==> config.mk <==
export PLATFORM = sky130hd
export DESIGN_NAME = hbhc_top
export DESIGN_NICKNAME = d
export VERILOG_FILES = /design/src/verilog/hbhc_pkg.sv /design/src/verilog/hbhc_pwm.sv /design/src/verilog/hbhc_spi_slave.sv /design/src/verilog/hbhc_top.sv
export SDC_FILE = /design/constraint.sdc
export NUM_CORES = 1
export LEC_CHECK = 0
export BUFFER_PORTS_ARGS = -buffer_cell sky130_fd_sc_hd__buf_2
export CAP_MARGIN = 5
export CORE_ASPECT_RATIO = 1.4
export CORE_UTILIZATION = 40
export DETAILED_ROUTE_END_ITERATION = 7
export PLACE_DENSITY = 0.53
export SKIP_CTS_REPAIR_TIMING = 1
export SLEW_MARGIN = 5
export SYNTH_ARGS = -nofsm -noshare
export SYNTH_HDL_FRONTEND = slang
export SYNTH_SLANG_ARGS = --single-unit
export TNS_END_PERCENT = 100
==> constraint.sdc <==
create_clock -name clk -period 10.3 [get_ports clk]
set_clock_uncertainty 0.2 [all_clocks]
set_input_delay 1.545 -clock clk [delete_from_list [all_inputs] [get_ports clk]]
set_output_delay 1.545 -clock clk [all_outputs]
set_load 0.02 [all_outputs]
==> src/verilog/hbhc_pkg.sv <==
// Shared constants and types of the half-bridge and Hall control block
package hbhc_pkg;

  // Register offsets on the SPI port
  localparam logic [5:0] OFS_BRIDGE_OUTPUT_CMD  = 6'h01;
  localparam logic [5:0] OFS_HALL_INPUT_CONTROL = 6'h08;
  localparam logic [5:0] OFS_HALL_INPUT_STATUS  = 6'h09;
  localparam logic [5:0] OFS_SYSTEM_CONTROL_REG = 6'h0c;
  localparam logic [5:0] OFS_SYSTEM_STATUS_REG  = 6'h0d;
  localparam logic [5:0] OFS_INTERRUPT_FLAG_REG = 6'h0e;

  // Reset values
  localparam logic [7:0] RST_BRIDGE_OUTPUT_CMD  = 8'h00;
  localparam logic [2:0] RST_HALL_INPUT_CONTROL = 3'h0;
  localparam logic [2:0] RST_HALL_INPUT_STATUS  = 3'h0;
  localparam logic [1:0] RST_SYSTEM_CONTROL     = 2'h0;

  // Field positions
  localparam int POS_POWER_STAGE_ENABLE   = 0;
  localparam int POS_HIGH_SIDE_SWITCH     = 1;
  localparam int POS_BRIDGE_OVERCURRENT   = 0;
  localparam int POS_LOW_VOLTAGE_FLAG     = 0;
  localparam int POS_HIGH_VOLTAGE_FLAG    = 1;
  localparam int POS_SPI_WRITE            = 7;

  // Timing
  localparam int CLK_PERIOD_NS    = 50;
  localparam int RST_PULL_NS      = 1000;
  localparam int RST_PULL_CYC     =
    (RST_PULL_NS + CLK_PERIOD_NS - 1) / CLK_PERIOD_NS;
  localparam logic [7:0] RAMP_START = 8'h10;
  localparam logic [7:0] RAMP_STEP  = 8'h10;
  localparam logic [7:0] DUTY_FULL  = 8'hff;

  // SPI slave states, Gray from idle to data; data back to address flips both bits
  typedef enum logic [1:0] {
    HBHC_SPI_IDLE = 2'b00,
    HBHC_SPI_ADDR = 2'b01,
    HBHC_SPI_LOAD = 2'b11,
    HBHC_SPI_DATA = 2'b10
  } hbhc_spi_st_t;

  // One register write from the SPI port
  typedef struct packed {
    logic [5:0] addr;
    logic [7:0] data;
  } hbhc_wr_t;

endpackage : hbhc_pkg

==> src/verilog/hbhc_pwm.sv <==
// PWM generator timed by the period reference, duty supplied locally
`timescale 1ns/1ps
module hbhc_pwm import hbhc_pkg::*; #(
  parameter int CNT_W = 18
) (
  // Clock and reset
  input  wire logic       clk,
  input  wire logic       rst,
  // Period reference and duty
  input  wire logic       period_ref,
  input  wire logic [7:0] duty,
  // Output
  output logic            pwm_q,
  output logic            period_tick
);

  logic             ref_q;
  logic [CNT_W-1:0] cnt_q;
  logic [CNT_W-1:0] thr_q;

  // Only the rising edge matters; the input pulse width is ignored
  wire ref_rise = period_ref & ~ref_q;
  wire cnt_max  = &cnt_q;
  wire [CNT_W+7:0] prod = cnt_q * duty;

  assign period_tick = ref_rise;

  // Measure the period, derive the on time for the next one
  always_ff @(posedge clk or posedge rst) begin
    if (rst) begin
      ref_q <= 1'b0;
      cnt_q <= '0;
      thr_q <= '0;
      pwm_q <= 1'b0;
    end else begin
      ref_q <= period_ref;
      if (ref_rise) begin
        cnt_q <= '0;
        thr_q <= prod[CNT_W+7:8];
      end else if (!cnt_max) begin
        cnt_q <= cnt_q + 1'b1;
      end
      pwm_q <= (duty == DUTY_FULL) | (cnt_q < thr_q);
    end
  end

endmodule : hbhc_pwm

==> src/verilog/hbhc_spi_slave.sv <==
// SPI register port: header byte then data byte, mode 0, MSB first
`timescale 1ns/1ps
module hbhc_spi_slave import hbhc_pkg::*; (
  // Clock and reset
  input  wire logic       clk,
  input  wire logic       rst,
  // SPI pins
  input  wire logic       ss_n,
  input  wire logic       sck,
  input  wire logic       mosi,
  output logic            miso,
  // Register access
  output logic [5:0]      rd_addr,
  input  wire logic [7:0] rd_data,
  output hbhc_wr_t        wr,
  output logic            wr_vld
);

  hbhc_spi_st_t st_q;
  logic         sck_q;
  logic [2:0]   cnt_q;
  logic [7:0]   sh_q;
  logic [7:0]   hdr_q;
  logic [7:0]   out_q;
  logic         vld_q;

  // Edge detect; sck must stay two clocks per half period
  wire sck_rise = sck & ~sck_q;
  wire sck_fall = ~sck & sck_q;
  wire last_bit = sck_rise & (cnt_q == 3'h7);
  wire [7:0] sh_next = {sh_q[6:0], mosi};

  assign rd_addr = hdr_q[5:0];
  assign miso    = out_q[7];
  assign wr      = '{addr: hdr_q[5:0], data: sh_q}; // Byte already in
  assign wr_vld  = vld_q;

  // Frame sequencer; raising ss_n aborts the frame
  always_ff @(posedge clk or posedge rst) begin
    if (rst) begin
      st_q  <= HBHC_SPI_IDLE;
      sck_q <= 1'b0;
      cnt_q <= 3'h0;
      sh_q  <= 8'h00;
      hdr_q <= 8'h00;
      out_q <= 8'h00;
      vld_q <= 1'b0;
    end else begin
      sck_q <= sck;
      vld_q <= 1'b0;
      if (sck_rise) begin
        sh_q  <= sh_next;
        cnt_q <= cnt_q + 3'h1;
      end
      if (ss_n) begin
        st_q  <= HBHC_SPI_IDLE;
        cnt_q <= 3'h0;
      end else begin
        case (st_q)
          HBHC_SPI_IDLE: begin
            st_q  <= HBHC_SPI_ADDR;
            cnt_q <= 3'h0;
          end
          HBHC_SPI_ADDR: begin
            if (last_bit) begin
              hdr_q <= sh_next;
              st_q  <= HBHC_SPI_LOAD;
            end
          end
          HBHC_SPI_LOAD: begin
            out_q <= rd_data;
            st_q  <= HBHC_SPI_DATA;
          end
          HBHC_SPI_DATA: begin
            // No shift on the fall that ends the header byte
            if (sck_fall && cnt_q != 3'h0) begin
              out_q <= {out_q[6:0], 1'b0};
            end
            if (last_bit) begin
              vld_q <= hdr_q[POS_SPI_WRITE];
              st_q  <= HBHC_SPI_ADDR;
            end
          end
          default: st_q <= HBHC_SPI_IDLE;
        endcase
      end
    end
  end

endmodule : hbhc_spi_slave

==> src/verilog/hbhc_top.sv <==
// Half-bridge, high-side switch and Hall input control with SPI registers
//
// Contract
// - Hall control at 0x08: bits 2:0 enable inputs, reset zero, rest zero.
// - Hall status at 0x09 reads inputs only while enabled; reset clears.
// - Bridge command at 0x01: bit 2n low side, 2n+1 high side.
// - Reset clears the bridge command, switching every transistor off.
// - Low-side bits switch that transistor, read back, clear on reset.
// - Each transistor commanded alone; no bridge drives without stage enable.
// - Both bits set drives high side and holds low side off.
// - Each side turns on only after the other gate reports off.
// - Open-drain active-low interrupt while an error flag is pending.
// - Open-drain reset line; device pulls it, external low resets.
// - Period reference sets PWM period only; duty made internally.
// - High-side switch soft-starts with PWM timed by the reference.
// - Over-current kills that side on all bridges, sets W1C flag.
// - Voltage flags disable bridges; W1C, re-set while condition holds.
`timescale 1ns/1ps
module hbhc_top import hbhc_pkg::*; #(
  parameter int N_BRIDGE = 4,
  parameter int N_HALL   = 3,
  parameter int CNT_W    = 18
) (
  // Clock and reset
  input  wire logic                clk,
  input  wire logic                rst,
  // Shared open-drain reset line
  input  wire logic                rst_line_in,
  output logic                     rst_line_out,
  output logic                     rst_line_oe_n,
  // Open-drain interrupt line
  output logic                     irq_line_out,
  output logic                     irq_line_oe_n,
  // SPI register port
  input  wire logic                ss_n,
  input  wire logic                sck,
  input  wire logic                mosi,
  output logic                     miso,
  // Period reference
  input  wire logic                pwm_period_ref,
  // Half-bridge gates and gate-off status
  output logic [N_BRIDGE-1:0]      bridge_high_side_on,
  output logic [N_BRIDGE-1:0]      bridge_low_side_on,
  input  wire logic [N_BRIDGE-1:0] high_gate_off,
  input  wire logic [N_BRIDGE-1:0] low_gate_off,
  // High-side switch
  output logic                     high_side_switch_out,
  // Protection comparators
  input  wire logic                high_side_overcurrent,
  input  wire logic                low_side_overcurrent,
  input  wire logic                low_voltage,
  input  wire logic                high_voltage,
  // Hall sensor inputs and supply switches
  input  wire logic [N_HALL-1:0]   hall_inputs,
  output logic [N_HALL-1:0]        hall_input_power
);

  // Reset line pull counter
  logic [7:0] pull_cnt_q;

  // Registers
  logic [2*N_BRIDGE-1:0] bridge_output_cmd_q;
  logic [N_HALL-1:0]     hall_input_control_q;
  logic [N_HALL-1:0]     hall_input_status_q;
  logic [1:0]            system_control_q;
  logic                  overcurrent_flag_q;
  logic                  high_kill_q;
  logic                  low_kill_q;
  logic                  low_voltage_flag_q;
  logic                  high_voltage_flag_q;

  // Hall synchroniser stages
  logic [N_HALL-1:0]     hall_meta_q;
  logic [N_HALL-1:0]     hall_sync_q;

  // High-side soft start
  logic                  hs_cmd_q;
  logic [7:0]            ramp_q;

  // Gate drive state
  logic [N_BRIDGE-1:0]   high_on_q;
  logic [N_BRIDGE-1:0]   low_on_q;

  // Register port and PWM wires
  logic [5:0]            rd_addr;
  logic [7:0]            rd_data;
  hbhc_wr_t              wr;
  logic                  wr_vld;
  logic                  hs_pwm;
  logic                  period_tick;

  // Offset match shared by all write decodes
  function automatic logic hit(input logic [5:0] a, input logic [5:0] ofs);
    hit = (a == ofs);
  endfunction : hit

  hbhc_spi_slave u_spi (
    .clk     (clk),
    .rst     (rst),
    .ss_n    (ss_n),
    .sck     (sck),
    .mosi    (mosi),
    .miso    (miso),
    .rd_addr (rd_addr),
    .rd_data (rd_data),
    .wr      (wr),
    .wr_vld  (wr_vld)
  );

  hbhc_pwm #(
    .CNT_W (CNT_W)
  ) u_pwm (
    .clk         (clk),
    .rst         (rst),
    .period_ref  (pwm_period_ref),
    .duty        (ramp_q),
    .pwm_q       (hs_pwm),
    .period_tick (period_tick)
  );

  // External low on the shared line acts as a synchronous clear
  wire line_reset = ~rst_line_in;
  wire pulling    = (pull_cnt_q != 8'h00);

  // Device holds the line low during and just after its own reset
  assign rst_line_out  = 1'b0;
  assign rst_line_oe_n = ~pulling;

  always_ff @(posedge clk or posedge rst) begin
    if (rst) begin
      pull_cnt_q <= 8'(RST_PULL_CYC);
    end else if (pulling) begin
      pull_cnt_q <= pull_cnt_q - 8'h01;
    end
  end

  // Write strobes per register
  wire wr_bridge = wr_vld & hit(wr.addr, OFS_BRIDGE_OUTPUT_CMD);
  wire wr_hctl   = wr_vld & hit(wr.addr, OFS_HALL_INPUT_CONTROL);
  wire wr_sctl   = wr_vld & hit(wr.addr, OFS_SYSTEM_CONTROL_REG);
  wire wr_sstat  = wr_vld & hit(wr.addr, OFS_SYSTEM_STATUS_REG);
  wire wr_iflag  = wr_vld & hit(wr.addr, OFS_INTERRUPT_FLAG_REG);

  // Write-one-to-clear requests
  wire clr_oc = wr_sstat & wr.data[POS_BRIDGE_OVERCURRENT];
  wire clr_lv = wr_iflag & wr.data[POS_LOW_VOLTAGE_FLAG];
  wire clr_hv = wr_iflag & wr.data[POS_HIGH_VOLTAGE_FLAG];

  // Control registers, cleared by either reset source
  always_ff @(posedge clk or posedge rst) begin
    if (rst) begin
      bridge_output_cmd_q  <= RST_BRIDGE_OUTPUT_CMD;
      hall_input_control_q <= RST_HALL_INPUT_CONTROL;
      system_control_q     <= RST_SYSTEM_CONTROL;
    end else if (line_reset) begin
      bridge_output_cmd_q  <= RST_BRIDGE_OUTPUT_CMD;
      hall_input_control_q <= RST_HALL_INPUT_CONTROL;
      system_control_q     <= RST_SYSTEM_CONTROL;
    end else begin
      if (wr_bridge) begin
        bridge_output_cmd_q <= wr.data;
      end
      if (wr_hctl) begin
        hall_input_control_q <= wr.data[N_HALL-1:0];
      end
      if (wr_sctl) begin
        system_control_q <= wr.data[1:0];
      end
    end
  end

  // Error flags: a fresh event beats a clear in the same cycle
  always_ff @(posedge clk or posedge rst) begin
    if (rst) begin
      overcurrent_flag_q  <= 1'b0;
      high_kill_q         <= 1'b0;
      low_kill_q          <= 1'b0;
      low_voltage_flag_q  <= 1'b0;
      high_voltage_flag_q <= 1'b0;
    end else if (line_reset) begin
      overcurrent_flag_q  <= 1'b0;
      high_kill_q         <= 1'b0;
      low_kill_q          <= 1'b0;
      low_voltage_flag_q  <= 1'b0;
      high_voltage_flag_q <= 1'b0;
    end else begin
      overcurrent_flag_q <= high_side_overcurrent | low_side_overcurrent
                          | (overcurrent_flag_q & ~clr_oc);
      high_kill_q <= high_side_overcurrent
                   | (high_kill_q & ~clr_oc);
      low_kill_q  <= low_side_overcurrent
                   | (low_kill_q & ~clr_oc);
      low_voltage_flag_q  <= low_voltage
                           | (low_voltage_flag_q & ~clr_lv);
      high_voltage_flag_q <= high_voltage
                           | (high_voltage_flag_q & ~clr_hv);
    end
  end

  // Hall inputs: first stage feeds only the second
  always_ff @(posedge clk or posedge rst) begin
    if (rst) begin
      hall_meta_q <= '0;
      hall_sync_q <= '0;
    end else begin
      hall_meta_q <= hall_inputs;
      hall_sync_q <= hall_meta_q;
    end
  end

  // Status follows an input only while it is powered
  always_ff @(posedge clk or posedge rst) begin
    if (rst) begin
      hall_input_status_q <= RST_HALL_INPUT_STATUS;
    end else if (line_reset) begin
      hall_input_status_q <= RST_HALL_INPUT_STATUS;
    end else begin
      hall_input_status_q <= hall_sync_q & hall_input_control_q;
    end
  end

  assign hall_input_power = hall_input_control_q;

  // Bridges may conduct only with stage enable and no voltage fault
  wire stage_allow = system_control_q[POS_POWER_STAGE_ENABLE]
                   & ~low_voltage_flag_q & ~high_voltage_flag_q
                   & ~line_reset;

  // Per-bridge gate logic with priority and break-before-make
  genvar gi;
  generate
    for (gi = 0; gi < N_BRIDGE; gi++) begin : g_bridge
      wire cmd_lo = bridge_output_cmd_q[2*gi];
      wire cmd_hi = bridge_output_cmd_q[2*gi+1];
      wire want_hi = cmd_hi & stage_allow & ~high_kill_q;
      // High side wins when both are requested
      wire want_lo = cmd_lo & ~cmd_hi & stage_allow
                   & ~low_kill_q;
      wire start_hi = low_gate_off[gi] & ~low_on_q[gi];
      wire start_lo = high_gate_off[gi] & ~high_on_q[gi];

      // A side once on stays on until its request drops
      always_ff @(posedge clk or posedge rst) begin
        if (rst) begin
          high_on_q[gi] <= 1'b0;
          low_on_q[gi]  <= 1'b0;
        end else begin
          high_on_q[gi] <= want_hi & (high_on_q[gi] | start_hi);
          low_on_q[gi]  <= want_lo
                         & (low_on_q[gi] | start_lo);
        end
      end
    end
  endgenerate

  assign bridge_high_side_on = high_on_q;
  assign bridge_low_side_on  = low_on_q;

  // High-side switch command
  wire hs_cmd = system_control_q[POS_HIGH_SIDE_SWITCH] & ~line_reset;
  wire ramp_full = (ramp_q == DUTY_FULL);
  wire [8:0] ramp_sum = {1'b0, ramp_q} + {1'b0, RAMP_STEP};

  // Soft start: duty climbs one step per reference period to full on
  always_ff @(posedge clk or posedge rst) begin
    if (rst) begin
      hs_cmd_q <= 1'b0;
      ramp_q   <= 8'h00;
    end else begin
      hs_cmd_q <= hs_cmd;
      if (!hs_cmd) begin
        ramp_q <= 8'h00;
      end else if (!hs_cmd_q) begin
        ramp_q <= RAMP_START;
      end else if (period_tick && !ramp_full) begin
        ramp_q <= ramp_sum[8] ? DUTY_FULL : ramp_sum[7:0];
      end
    end
  end

  // Without a period reference the switch never reaches full on
  assign high_side_switch_out = hs_cmd_q & hs_pwm;

  // Interrupt line pulled low while any error flag is pending
  wire irq_pending = overcurrent_flag_q | low_voltage_flag_q
                   | high_voltage_flag_q;
  assign irq_line_out  = 1'b0;
  assign irq_line_oe_n = ~irq_pending;

  // Read selection; unmapped offsets and reserved bits read zero
  wire [7:0] rd_bridge = bridge_output_cmd_q;
  wire [7:0] rd_hctl   = {5'h00, hall_input_control_q};
  wire [7:0] rd_hstat  = {5'h00, hall_input_status_q};
  wire [7:0] rd_sctl   = {6'h00, system_control_q};
  wire [7:0] rd_sstat  = {7'h00, overcurrent_flag_q};
  wire [7:0] rd_iflag  = {6'h00, high_voltage_flag_q, low_voltage_flag_q};

  assign rd_data =
    hit(rd_addr, OFS_BRIDGE_OUTPUT_CMD)  ? rd_bridge :
    hit(rd_addr, OFS_HALL_INPUT_CONTROL) ? rd_hctl   :
    hit(rd_addr, OFS_HALL_INPUT_STATUS)  ? rd_hstat  :
    hit(rd_addr, OFS_SYSTEM_CONTROL_REG) ? rd_sctl   :
    hit(rd_addr, OFS_SYSTEM_STATUS_REG)  ? rd_sstat  :
    hit(rd_addr, OFS_INTERRUPT_FLAG_REG) ? rd_iflag  :
    8'h00;

endmodule : hbhc_top
==> flow_summary.rst <==
.. list-table::
   :header-rows: 1

   * - Metric
     - Value
   * - Status
     - complete, no violations
   * - H-Tree Depth
     - 4
   * - Required arrival time at the worst endpoint
     - slightly above 10 ns
   * - Std cell rows
     - 66
   * - Leftover overflow at the end of global routing
     - 0
   * - Via count of the first global-routing pass
     - roughly 7,000
   * - Insertion delay of the later-clocked pin in the worst-skew pair
     - ~0.41 ns
   * - Largest net degree at the start of global routing
     - 63
   * - Number of flops mapped to enable cells by yosys
     - 0
   * - Slew Limit Headroom
     - between 40% and 50%
   * - Most area-consuming cells after synthesis
     - sky130_fd_sc_hd__dfrtp_1 30%, sky130_fd_sc_hd__fa_1 20%, sky130_fd_sc_hd__ha_1 8.8%
   * - Final worst slack
     - 4.576 ns
   * - CTS tree
     - done
   * - Type of the setup path with the least slack
     - reg2reg
   * - Highest-count cells in the layout ignoring fill and taps
     - 168 x sky130_fd_sc_hd__inv_1, 115 x sky130_fd_sc_hd__nand2_1, 115 x sky130_fd_sc_hd__dfrtp_1
   * - Data arrival time of the critical path
     - 5.79 ns
   * - Standard cell core area
     - between 0.02 and 0.025 mm²
   * - Hold crit path type
     - reg2reg
   * - Routability congestion estimate
     - 0.7705
   * - Register-to-Register Path Depth
     - 17
   * - Post-synth design cell area
     - approximately 0.0095 mm²
   * - DRC violation count after routing
     - 0
   * - Final setup violation count
     - 0
   * - Setup slack at placement
     - about 4.6 ns
   * - Number of different library cells in the post-synthesis netlist
     - 64
   * - Filler cells
     - 2,311
   * - Leakage power of the design
     - 5.412 nW
   * - Vertical extent of the die
     - 184.3 µm
   * - Sequential share of the synthesized area
     - 30.86%
   * - Max Clock Freq
     - 174.7 MHz
   * - Adder-cell share of the synthesized area
     - around 29%
   * - Max-capacitance violation count
     - 0
   * - Routed via count divided by cell count
     - 4.984
   * - Global-route wire length before repair
     - 35,140 µm
   * - Cell accounting for the most synthesized area
     - sky130_fd_sc_hd__dfrtp_1
   * - Post-Synth Simple-Gate Area
     - 18.49%
   * - Placed standard-cell area
     - 0.009951 mm²
   * - Number of synthesized register bits
     - roughly 120
   * - Detailed-route wire length
     - 21,040 µm
   * - Finished Cell Area
     - approximately 0.011 mm²
   * - Share of the core filled with cells
     - 45.64%
   * - Critical Path Sink Type
     - flip-flop
   * - Layout Cells excl Fill
     - 1,350
   * - Hold depth
     - 0
   * - Commonest non-fill, non-tap cell in the layout
     - sky130_fd_sc_hd__inv_1
   * - Clock tree root driver cell
     - sky130_fd_sc_hd__clkbuf_16
   * - Antenna Violating Nets Remaining
     - 0
   * - Diode insertion count for antenna repair
     - 0
   * - Number of antenna violations at the first check in global routing
     - 0
   * - Initial core utilization
     - between 40% and 50%
   * - Longest Clk Path Bufs
     - 2
   * - Share of synthesized registers carrying an async set or reset
     - 100.0%
   * - Clock sink count
     - 117
   * - Horizontal die dimension
     - 132.2 µm
   * - Cell with the most instances on the worst path
     - sky130_fd_sc_hd__fa_1
   * - Detailed-placement wirelength estimate
     - between 15,000 and 20,000 µm
   * - Full die area
     - 0.02436 mm²
   * - Iteration-0 DRC Markers
     - 258
   * - Flip-flop cell with the highest count after synthesis
     - sky130_fd_sc_hd__dfrtp_1
   * - Setup total negative slack
     - 0 ns
   * - Total placed cells including tap cells
     - 1,318
   * - Final Slew Violations
     - 0
   * - Transition time at the pin with the least slew margin
     - 0.7859 ns
   * - Overall Power
     - 1.262 mW
   * - Crit path launch type
     - flip-flop
   * - Main combinational cell family by area after synthesis
     - adder cells
   * - I/O pin total
     - 39
   * - Crit path time final
     - roughly 5.7 ns
   * - Ratio of cells with drive above 1 in the final layout
     - 9.579%
   * - Setup repair after global routing missed its margin
     - false
   * - Fin crit share
     - roughly 56%
   * - Number of nets in the layout
     - 1,215
   * - Average detailed-routed wire length per instance
     - 15.59 µm
   * - Number of I/O port buffers
     - 36
   * - Fin. Hold Viols
     - 0
   * - Critical Path Slowest Stage Cell
     - sky130_fd_sc_hd__dfrtp_1
   * - Post-synthesis instance total
     - roughly 1,000
   * - Largest fanout of any net on the critical path
     - 21
   * - Via count
     - 6,728
   * - Cell area power density
     - 118.8 mW/mm²
   * - Clock transition time at the flip-flop clock pins of the worst setup and hold paths
     - 0.06 ns
   * - Worst IR Drop VDD
     - 0.1619 mV
   * - Top cell type's share of synthesized area
     - 30.31%
   * - First-pass iteration count of the detailed router
     - 6
   * - XOR/XNOR Fraction of Synth Area
     - roughly 3.1%
   * - Compound-cell area share of the yosys netlist
     - between 8 and 9%
   * - Synth Warn #
     - 0
   * - Cell Chain, Critical Path
     - nand2_1, inv_1, fa_1, fa_1, fa_1, inv_1, fa_1, inv_1, ha_1, a21oi_1, o21ai_0, o41ai_2, nor2_1, o221a_4, a211oi_4, xor2_1, o21ai_1
   * - Total routing resource utilization after global routing
     - between 10% and 20%
   * - Worst-case hold slack
     - 0.1524 ns
   * - Average instance area after synthesis
     - ~9.4 µm²
   * - Share of cell area taken by muxes after synthesis
     - roughly 1.4%
   * - CTS buffer count
     - 17
   * - Crit path largest cell delay
     - 0.81 ns
   * - Layout overhead on the synthesized area
     - 11.94%
-- per-layer routing --
layer / up-vias / routed length [µm] / GRT usage [%]
li1: 3250 / - / -
met1: 3346 / 8223 / 20.05
met2: 95 / 11940 / 37.38
met3: 37 / 364 / 2.145
met4: 0 / 519 / 6.345
met5: - / 0 / 0
-- area by class of cell --
cell class / count / area, µm² / area share, %
Clock buffer: 18 / 429.2 / 4.038
Clock inverter: 14 / 247.7 / 2.331
Inverter: 169 / 636.9 / 5.992
Multi-Input combinational cell: 683 / 5768 / 54.27
Sequential cell: 117 / 2930 / 27.57
Tap cell: 306 / 382.9 / 3.603
Timing Repair Buffer: 43 / 232.7 / 2.190
-- final timing paths --
path / endpoint / from / slack [ns]
min reg2reg: hall_sync_q[1] / hall_meta_q[1] / 0.15
max in group asynchronous: u_spi.st_q[0] / rst / 7.57
min in group asynchronous: u_pwm.thr_q[1] / rst / 1.07
max: u_pwm.thr_q[16] / ramp_q[2] / 4.58
min: hall_sync_q[1] / hall_meta_q[1] / 0.15
max reg2reg: u_pwm.thr_q[16] / ramp_q[2] / 4.58
-- cell usage after synthesis (2+ instances only) --
cell,instances
sky130_fd_sc_hd__and2_1,65
sky130_fd_sc_hd__a21o_1,8
sky130_fd_sc_hd__nor4_1,3
sky130_fd_sc_hd__nor3_2,2
sky130_fd_sc_hd__mux2_2,10
sky130_fd_sc_hd__buf_4,2
sky130_fd_sc_hd__nand4b_1,2
sky130_fd_sc_hd__a21boi_1,4
sky130_fd_sc_hd__xor2_1,15
sky130_fd_sc_hd__dfstp_2,2
sky130_fd_sc_hd__nor2_4,2
sky130_fd_sc_hd__clkbuf_1,32
sky130_fd_sc_hd__a21boi_0,10
sky130_fd_sc_hd__fa_1,95
sky130_fd_sc_hd__nor3_1,11
sky130_fd_sc_hd__a21oi_1,33
sky130_fd_sc_hd__and4_1,2
sky130_fd_sc_hd__nand3_1,31
sky130_fd_sc_hd__buf_2,3
sky130_fd_sc_hd__inv_1,169
sky130_fd_sc_hd__a31oi_1,7
sky130_fd_sc_hd__ha_1,67
sky130_fd_sc_hd__a211oi_1,5
sky130_fd_sc_hd__o21ai_0,26
sky130_fd_sc_hd__nor2b_1,16
sky130_fd_sc_hd__nor4b_1,4
sky130_fd_sc_hd__o21ai_1,9
sky130_fd_sc_hd__xnor2_1,19
sky130_fd_sc_hd__or3_1,4
sky130_fd_sc_hd__o21bai_1,5
sky130_fd_sc_hd__nand2_1,115
sky130_fd_sc_hd__o211ai_1,3
sky130_fd_sc_hd__nor2_1,50
sky130_fd_sc_hd__a21oi_2,2
sky130_fd_sc_hd__mux2i_1,2
sky130_fd_sc_hd__nand4_1,10
sky130_fd_sc_hd__and3_1,10
sky130_fd_sc_hd__dfrtp_1,115
sky130_fd_sc_hd__and4b_1,2
sky130_fd_sc_hd__a222oi_1,2
sky130_fd_sc_hd__nand2b_1,8
sky130_fd_sc_hd__a22oi_1,3
-- cell families (layout without fill, tap and decap cells) --
kind of cell	Yosys count	in the layout
muxes	12	12
other	1	2
AOI/OAI and AO/OA	128	128
DFF	117	117
and+or+nand+nor	345	345
adders and majority gates	162	162
xor gates and xnor gates	34	34
buffers and inverters	208	244
-- critical path, delay by kind of cell, from the launching register on --
family,cells,cell delay [ns]
AO/OA/AOI/OAI,6,1.41
adder cells (fa/ha/maj),5,2.33
AND/OR/NAND/NOR,2,0.39
buffers and inverters,3,0.28
flip-flops,1,0.81
XOR/XNOR,1,0.16
-- where the power goes --
part,switching (mW),leakage (nW),internal (mW)
Combinational,0.0409,3.52,0.0321
Clock,0.227,0.321,0.457
Sequential,0.0293,1.57,0.476
-- registers in the layout, indices dropped and copies added (netlist names), 4 cells and up --
register,flops
bridge_output_cmd_q,8
u_spi.out_q,8
u_spi.sh_q,8
bridge_low_side_on,4
u_pwm.thr_q,18
pull_cnt_q,8
u_spi.hdr_q,7
bridge_high_side_on,4
ramp_q,5
u_pwm.cnt_q,18
No activity file was read; power rests on OpenSTA's default activity.
